$ cat src/core/isb_pkg.sv
// Function
// - External pin flag sets on the edge chosen for that pin.
// - External pin vector needs global enable and pin enable.
// - Pin acts as request input only if enabled, selected, and input.
// - Servicing an external pin clears its flag and the global enable.
// - Edge select offers off, rising, falling or both edges.
// - A pending enabled request is called only while the stack is not full.
// - Up to four grouped channels, set when any contained source flags; the sync source feeds its group only while enabled.
// - Grouped service clears only grouped flag and global enable.
// - Converter flag sets on done; vector needs global and own enable.
// - Servicing converter request clears its flag and global enable.
// - Tick flag sets on divider overflow; vector needs both enables.
// - Servicing a tick request clears its flag and global enable.
// - Prescaler source: 00 system, 01 system/4, 1x sub clock.
// - Bit 7 of a tick control enables that generator; resets to 0.
// - Tick zero period field selects 2^8 to 2^15 prescaler clocks.
// - Tick one has its own identical period field, same prescaler.
// - Serial flag rises on any of six serial events.
// - Servicing serial request clears its flag and global enable.
// - Sync serial flag sets per byte, match or time-out; feeds a group only while its enable is set.
// - Pull-high selection stays in effect on request input pins.
// - Flags set even when disabled, except external pin flags, which need their enable; global enable off blocks all calls.
// - Any flag rising wakes the device regardless of enables.
// - Return-from-irq sets the global enable; plain return does not.
package isb_pkg;
  localparam logic [7:0] ADDR_CTRL   = 8'h00;
  localparam logic [7:0] ADDR_ENABLE = 8'h04;
  localparam logic [7:0] ADDR_FLAGS  = 8'h08;
  localparam logic [7:0] ADDR_EDGE   = 8'h0C;
  localparam logic [7:0] ADDR_PSC    = 8'h10;
  localparam logic [7:0] ADDR_TICK0  = 8'h14;
  localparam logic [7:0] ADDR_TICK1  = 8'h18;
  // Flag and enable bit positions; the lower ten also give vector order.
  localparam int BIT_EXT0  = 0;
  localparam int BIT_EXT1  = 1;
  localparam int BIT_GRP0  = 2;
  localparam int BIT_CONV  = 6;
  localparam int BIT_TICK0 = 7;
  localparam int BIT_TICK1 = 8;
  localparam int BIT_SER   = 9;
  localparam int BIT_SYNC  = 10;
  localparam int NUM_FLAGS = 11;
  localparam int NUM_VEC   = 10;
  localparam int TICK_ON_BIT = 7;
  localparam int PERIOD_MIN_LOG2 = 8;
  localparam int TICK_CNT_W = 15;
  localparam int SYS_DIV4 = 4;
  localparam logic [1:0] EDGE_OFF  = 2'b00;
  localparam logic [1:0] EDGE_RISE = 2'b01;
  localparam logic [1:0] EDGE_FALL = 2'b10;
  localparam logic [1:0] EDGE_BOTH = 2'b11;
  localparam logic [NUM_FLAGS-1:0] FLAGS_RST = 11'h000;
  localparam logic [3:0] EDGE_RST = 4'h0;
  localparam logic [1:0] PSC_RST = 2'h0;
  localparam logic [3:0] TICK_RST = 4'h0;
endpackage

$ cat src/core/isb_irq_ctrl.sv
// Local design decisions: the APB slave port and the address map.
`timescale 1ns/10ps
module isb_irq_ctrl
  import isb_pkg::*;
#(
  parameter int SYNC_GROUP = 3
) (
  input  wire logic        ref_clk,
  input  wire logic        srst,
  input  wire logic        psel,
  input  wire logic        penable,
  input  wire logic        pwrite,
  input  wire logic [7:0]  paddr,
  input  wire logic [31:0] pwdata,
  output logic [31:0]      prdata,
  output logic             pready,
  output logic             pslverr,
  input  wire logic [1:0]  ext_request_pins,
  input  wire logic [1:0]  pin_share_sel,
  input  wire logic [1:0]  pin_dir_input,
  input  wire logic [1:0]  pull_high_sel,
  output logic [1:0]       pull_high_en,
  input  wire logic [3:0]  grp_src_set,
  input  wire logic        conv_done,
  input  wire logic [5:0]  serial_events,
  input  wire logic        sync_serial_event,
  input  wire logic        sub_tick,
  input  wire logic        stack_full,
  input  wire logic        return_from_irq,
  output logic             irq_call,
  output logic [3:0]       irq_vector,
  output logic             wake,
  output logic             global_irq_enable
);
  // ****************************************************************
  // Register state
  // ****************************************************************
  logic [NUM_FLAGS-1:0] flags_q, flags_d, en_q, set_v, clr_v;
  logic [3:0]  edge_select_reg_q;
  logic [1:0]  prescaler_source_sel_q;
  logic [3:0]  tick0_q, tick1_q;
  logic [1:0]  pin_prev_q;
  logic [1:0]  div4_q;
  logic        prescaler_clock;
  logic [TICK_CNT_W-1:0] cnt0_q, cnt1_q;
  logic        ovf0, ovf1;
  logic        wr_en, rd_ok, sync_rise;
  logic [NUM_VEC-1:0] pend;
  logic        call_now;
  logic [3:0]  vec_sel;

  assign wr_en = psel & penable & pwrite & pready;
  always_comb begin
    unique case (paddr)
      ADDR_CTRL, ADDR_ENABLE, ADDR_FLAGS, ADDR_EDGE,
      ADDR_PSC, ADDR_TICK0, ADDR_TICK1: rd_ok = 1'b1;
      default: rd_ok = 1'b0;
    endcase
  end

  function automatic logic edge_hit(input logic [1:0] sel,
                                    input logic prev, input logic now);
    unique case (sel)
      EDGE_RISE: edge_hit = ~prev & now;
      EDGE_FALL: edge_hit = prev & ~now;
      EDGE_BOTH: edge_hit = prev ^ now;
      default:   edge_hit = 1'b0;
    endcase
  endfunction

  // Overflow once per 2^(8+period) prescaler clocks; low bits all ones.
  function automatic logic tick_ovf(input logic [TICK_CNT_W-1:0] cnt,
                                    input logic [2:0] period);
    logic [TICK_CNT_W-1:0] mask;
    mask = TICK_CNT_W'((32'd1 << (PERIOD_MIN_LOG2 + int'(period))) - 1);
    tick_ovf = ((cnt & mask) == mask);
  endfunction

  // ****************************************************************
  // APB slave, one wait state so read data leaves a flip-flop
  // ****************************************************************
  always_ff @(posedge ref_clk) begin
    if (srst) begin
      pready  <= 1'b0;
      pslverr <= 1'b0;
      prdata  <= 32'h0000_0000;
    end else if (psel & penable & ~pready) begin
      pready  <= 1'b1;
      pslverr <= ~rd_ok;
      prdata  <= 32'h0000_0000;
      if (~pwrite) begin
        unique case (paddr)
          ADDR_CTRL:   prdata[0] <= global_irq_enable;
          ADDR_ENABLE: prdata[NUM_FLAGS-1:0] <= en_q;
          ADDR_FLAGS:  prdata[NUM_FLAGS-1:0] <= flags_q;
          ADDR_EDGE:   prdata[3:0] <= edge_select_reg_q;
          ADDR_PSC:    prdata[1:0] <= prescaler_source_sel_q;
          ADDR_TICK0:  prdata[7:0] <= {tick0_q[3], 4'h0, tick0_q[2:0]};
          ADDR_TICK1:  prdata[7:0] <= {tick1_q[3], 4'h0, tick1_q[2:0]};
          default:     prdata <= 32'h0000_0000;
        endcase
      end
    end else begin
      pready  <= 1'b0;
      pslverr <= 1'b0;
    end
  end

  always_ff @(posedge ref_clk) begin
    if (srst) begin
      en_q                   <= FLAGS_RST;
      edge_select_reg_q      <= EDGE_RST;
      prescaler_source_sel_q <= PSC_RST;
      tick0_q                <= TICK_RST;
      tick1_q                <= TICK_RST;
    end else if (wr_en) begin
      unique case (paddr)
        ADDR_ENABLE: en_q <= pwdata[NUM_FLAGS-1:0];
        ADDR_EDGE:   edge_select_reg_q <= pwdata[3:0];
        ADDR_PSC:    prescaler_source_sel_q <= pwdata[1:0];
        ADDR_TICK0:  tick0_q <= {pwdata[TICK_ON_BIT], pwdata[2:0]};
        ADDR_TICK1:  tick1_q <= {pwdata[TICK_ON_BIT], pwdata[2:0]};
        default: ;
      endcase
    end
  end

  // ****************************************************************
  // Prescaler and tick dividers
  // ****************************************************************
  always_ff @(posedge ref_clk) begin
    if (srst) div4_q <= 2'd0;
    else      div4_q <= div4_q + 2'd1;
  end

  always_comb begin
    if (prescaler_source_sel_q[1]) prescaler_clock = sub_tick;
    else if (prescaler_source_sel_q[0])
      prescaler_clock = (div4_q == 2'(SYS_DIV4 - 1));
    else prescaler_clock = 1'b1;
  end

  assign ovf0 = tick0_q[3] & prescaler_clock & tick_ovf(cnt0_q, tick0_q[2:0]);
  assign ovf1 = tick1_q[3] & prescaler_clock & tick_ovf(cnt1_q, tick1_q[2:0]);

  // Counters rest at zero while off so the first period is whole.
  always_ff @(posedge ref_clk) begin
    if (srst | ~tick0_q[3]) cnt0_q <= '0;
    else if (prescaler_clock) cnt0_q <= cnt0_q + 1'b1;
  end

  always_ff @(posedge ref_clk) begin
    if (srst | ~tick1_q[3]) cnt1_q <= '0;
    else if (prescaler_clock) cnt1_q <= cnt1_q + 1'b1;
  end

  // ****************************************************************
  // Request flags
  // ****************************************************************
  always_ff @(posedge ref_clk) begin
    if (srst) pin_prev_q <= 2'b00;
    else      pin_prev_q <= ext_request_pins;
  end

  // Enabled sync serial flag rising feeds its grouped channel once.
  assign sync_rise = set_v[BIT_SYNC] & ~flags_q[BIT_SYNC]
                   & en_q[BIT_SYNC];

  always_comb begin
    set_v = '0;
    for (int i = 0; i < 2; i++) begin
      set_v[BIT_EXT0+i] = en_q[BIT_EXT0+i] & pin_share_sel[i]
        & pin_dir_input[i]
        & edge_hit(edge_select_reg_q[2*i +: 2], pin_prev_q[i],
                   ext_request_pins[i]);
    end
    set_v[BIT_SYNC]  = sync_serial_event;
    set_v[BIT_CONV]  = conv_done;
    set_v[BIT_TICK0] = ovf0;
    set_v[BIT_TICK1] = ovf1;
    set_v[BIT_SER]   = |serial_events;
    set_v[BIT_GRP0 +: 4] = grp_src_set;
    set_v[BIT_GRP0 + SYNC_GROUP] = grp_src_set[SYNC_GROUP] | sync_rise;
  end

  // Fixed priority: lowest bit position wins.
  always_comb begin
    pend = flags_q[NUM_VEC-1:0] & en_q[NUM_VEC-1:0];
    vec_sel = 4'd0;
    for (int i = NUM_VEC - 1; i >= 0; i--)
      if (pend[i]) vec_sel = 4'(i);
  end

  // Calls are spaced by the enable clear, so one vector per service.
  assign call_now = global_irq_enable & (|pend) & ~stack_full;

  always_comb begin
    clr_v = '0;
    if (call_now) clr_v[vec_sel] = 1'b1;
  end

  // Hardware sets win over service clears and software writes.
  always_comb begin
    flags_d = flags_q;
    if (wr_en && paddr == ADDR_FLAGS) flags_d = pwdata[NUM_FLAGS-1:0];
    flags_d = (flags_d & ~clr_v) | set_v;
  end

  always_ff @(posedge ref_clk) begin
    if (srst) begin
      flags_q <= FLAGS_RST;
      wake    <= 1'b0;
    end else begin
      flags_q <= flags_d;
      wake    <= |(flags_d & ~flags_q);
    end
  end

  // ****************************************************************
  // Global enable and core handshake
  // ****************************************************************
  always_ff @(posedge ref_clk) begin
    if (srst) global_irq_enable <= 1'b0;
    else if (call_now) global_irq_enable <= 1'b0;
    else if (return_from_irq) global_irq_enable <= 1'b1;
    else if (wr_en && paddr == ADDR_CTRL) global_irq_enable <= pwdata[0];
  end

  always_ff @(posedge ref_clk) begin
    if (srst) begin
      irq_call     <= 1'b0;
      irq_vector   <= 4'd0;
      pull_high_en <= 2'b00;
    end else begin
      irq_call     <= call_now;
      if (call_now) irq_vector <= vec_sel;
      pull_high_en <= pull_high_sel;
    end
  end

endmodule // isb_irq_ctrl

$ cat config.mk
export PLATFORM = sky130hd
export DESIGN_NAME = isb_irq_ctrl
export DESIGN_NICKNAME = d
export VERILOG_FILES = /design/src/core/isb_pkg.sv /design/src/core/isb_irq_ctrl.sv
export SDC_FILE = /design/constraint.sdc
export NUM_CORES = 1
export LEC_CHECK = 0
export BUFFER_PORTS_ARGS = -buffer_cell sky130_fd_sc_hd__buf_2
export CAP_MARGIN = 20
export CORE_AREA = 2 2 87 131
export DETAILED_ROUTE_END_ITERATION = 8
export DIE_AREA = 0 0 89 133
export PLACE_DENSITY = 0.69
export SLEW_MARGIN = 30
export SYNTH_ARGS = -nofsm -noshare
export SYNTH_HDL_FRONTEND = slang
export SYNTH_SLANG_ARGS = --single-unit
$ cat constraint.sdc
create_clock -name ref_clk -period 1.94 [get_ports ref_clk]
set_input_delay 0.388 -clock ref_clk [delete_from_list [all_inputs] [get_ports ref_clk]]
set_output_delay 0.388 -clock ref_clk [all_outputs]
set_load 0.02 [all_outputs]
==> reports/qor.yml <==
fmax_mhz: 497
synth_edf_count: 0
clock-sinks: 92
ir_worst_vdd_uv: 518
io_buffers: 68
final_layout_size_suffix_gt1_share_pct: 23.8
netlist.area_leader.share_pct: 38.1
p_per_area_nw_per_um2: 677
postLayoutCoreUtil_pct: 55.7
fin_cells: 862
fin_crit_sh_pct: 104
synthFlopType: "dfxtp_1"
diodes: 0
ys_async_sr_fraction_pct: 0
leakage_nw: 2.48
setup_slack_ns: -0.0707
worst_clock_skew_ns: 0.00801
syn_inst: 598
postRouteAntennaNets: 0
gr-total-overflow: 0
cts_tree: "yes"
gp_congestion: 1.00
clk_pin_slew_ns: 0.07
grt_pass1_vias: 4817
slew_viol_final: 0
yosysUniqueCellTypes: 58
dieArea_um2: 11800
clock_path_buffers: 2
drt_pass1_iterations: 5
fp.dieH_um: 133
drt_iter0_drc: 317
cp_slowest_cell: "or3_4"
hold_viol: 0
die_w_um: 89
violations: "negative setup slack"
wire_per_inst_um: 16.1
yosys-top-cells-area: "dfxtp_1, a21oi_1, nor2_1"
grt_setup_unrepaired: "true"
critPathArrivalTime_ns: 2.30
relSlewSlack_pct: 61.1
nNetsFinal: 787
setup.worst_path.start_class: "register"
insertion_delay_ns: 0.36
ys_seq_area_share_pct: 38.1
h-tree-depth: 3
netlist_area_um2: 4830
seqCellArea_um2: 1840
yosys.area.top_type: "dfxtp_1"
grt_pass1_wl_um: 22200
cp-end-kind: "register"
antenna_found_initial: 0
drv_cap: 0
cts_buffers: 9
synth_most_common_cell: "dfxtp_1"
yosysWarnings: 0
syn_avg_cell_area_um2: 8.08
initial_core_util_pct: 44.7
multi_input_area_um2: 2780
dp_cells: 846
critical_path_class: "reg -> reg"
grt_max_degree: 24
ys_ff_latch: 92
cp.required_ns: 2.23
status: "finished, violations left"
worst_hold_path_type: "in -> reg"
tightest_slew_ns: 0.583
fin_crit_ns: 2.01
fp-row-count: 47
io_pins: 111
core_um2: 10800
ys_top_cells_by_count: "dfxtp_1, nor2_1, nand2_1"
vias: 4804
setup_violations: 1
cp_max_fo: 5
cts_root_buf: "clkbuf_16"
slowest_delay_ns: 0.40
cts_hold_buffers: 0
nFillCells: 1039
total_power_mw: 4.08
grt_util_all_layers_pct: 24.0
path_cells: "or3_4 > ha_4 > nor2b_1 > a211oi_2 > o2111a_1 > a31oi_4 > a2bb2oi_2 > a21oi_1"
syn2layout_area_growth_pct: 24.8
viasPerCell: 5.57
drcViolationCount: 0
drt_wl_total_um: 13900
dp_hpwl_um: 10700
cts_setup_buffers: 0
## report_power, final
part           internal [mW]  total, mW  switching (mW)
Sequential              1.91       1.93          0.0193
Clock                   1.03       1.86           0.821
Combinational          0.115      0.298           0.182
## per-stage QoR
stage	hold WS (ns)	setup TNS, ns	worst slack, ns	cell area [µm²]
2_1_floorplan	0.399	-0.0572	-0.0572	4940
3_3_place_gp	0.407	-2.25	-0.163	5640
3_5_place_dp	0.420	-2.32	-0.169	5640
4_1_cts	0.248	-0.114	-0.114	5980
5_1_grt	0.270	-0.275	-0.186	6030
6_report	0.247	-0.0707	-0.0707	6030
## per-layer routing
metal | up-vias | share of wire [%] | track usage (%)
met5 | - | 0 | 0
met4 | 0 | 5.1 | 15.1
met3 | 54 | 4.6 | 3.56
met2 | 178 | 54 | 43.6
met1 | 2266 | 36 | 24.7
li1 | 2306 | - | -
## cell families (layout without fill, tap and decap cells)
family | count (synthesis) | after routing | share of synthesized area, %
flops | 92 | 92 | 38.1
other cells | 1 | 21 | 0.0776
xor+xnor | 23 | 23 | 4.17
simple gates | 246 | 246 | 25.4
compound gates | 138 | 138 | 18.7
fa+ha+maj | 9 | 9 | 2.33
mux | 16 | 16 | 3.44
buf+inv | 73 | 170 | 7.82
## layout by cell type, fill, tap and decap left out, types with 4 or more instances in the layout
cell / netlist / routed
a21boi_0: 4 / 4
a21oi_1: 56 / 56
a22o_1: 15 / 15
a22oi_1: 16 / 16
and2_1: 5 / 5
and3_1: 10 / 10
buf_2: 5 / 68
buf_4: 22 / 63
clkbuf_16: 0 / 9
conb_1: 1 / 21
dfxtp_1: 92 / 91
ha_1: 9 / 8
inv_1: 22 / 22
mux2i_1: 11 / 11
nand2_1: 62 / 61
nand2b_1: 10 / 10
nand3_1: 37 / 37
nand4_1: 10 / 10
nor2_1: 64 / 63
nor2b_1: 6 / 6
nor3_1: 9 / 8
nor4_1: 5 / 4
o21ai_0: 14 / 14
o22ai_1: 7 / 7
or3_1: 10 / 9
xnor2_1: 9 / 9
xor2_1: 14 / 14
## flip-flops by register name, indices dropped and copies added (netlist names), 2 cells and up
register	cells
flags_q	11
cnt0_q	15
tick0_q	4
pin_prev_q	2
edge_select_reg_q	4
prescaler_source_sel_q	2
tick1_q	4
en_q	11
cnt1_q	15
irq_vector	4
prdata	11
div4_q	2
pull_high_en	2
## final timing paths
| kind | start | end | slack [ns] | cells after the start |
|---|---|---|---|---|
| setup / recovery | tick0_q[0] | wake | -0.07 | 8 |
| hold / removal | pull_high_sel[1] | pull_high_en[1] | 0.25 | 2 |
| setup reg to reg | tick0_q[0] | wake | -0.07 | 8 |
| hold reg to reg | div4_q[0] | div4_q[0] | 0.43 | 1 |
## timing repair
action,in CTS,in global routing
resized for setup,4,10
endpoints found under the setup margin,2,5
pin swaps,0,4
## cell type report
| cell class | count | area share [%] |
|---|---|---|
| Inverter | 22 | 1.37 |
| Timing Repair Buffer | 132 | 13.7 |
| Sequential cell | 92 | 30.6 |
| Multi-Input combinational cell | 453 | 46.1 |
| Clock inverter | 7 | 1.54 |
| Tap cell | 147 | 3.05 |
| Clock buffer | 9 | 3.73 |
## critical path: cells and delay by family (launching register included)
| family | cells | cell delay (ns) |
|---|---|---|
| DFF | 1 | 0.33 |
| AOI/OAI and AO/OA | 5 | 0.89 |
| adders and majority gates | 1 | 0.19 |
| and+or+nand+nor | 2 | 0.54 |
(Power assumes the default switching activity.)
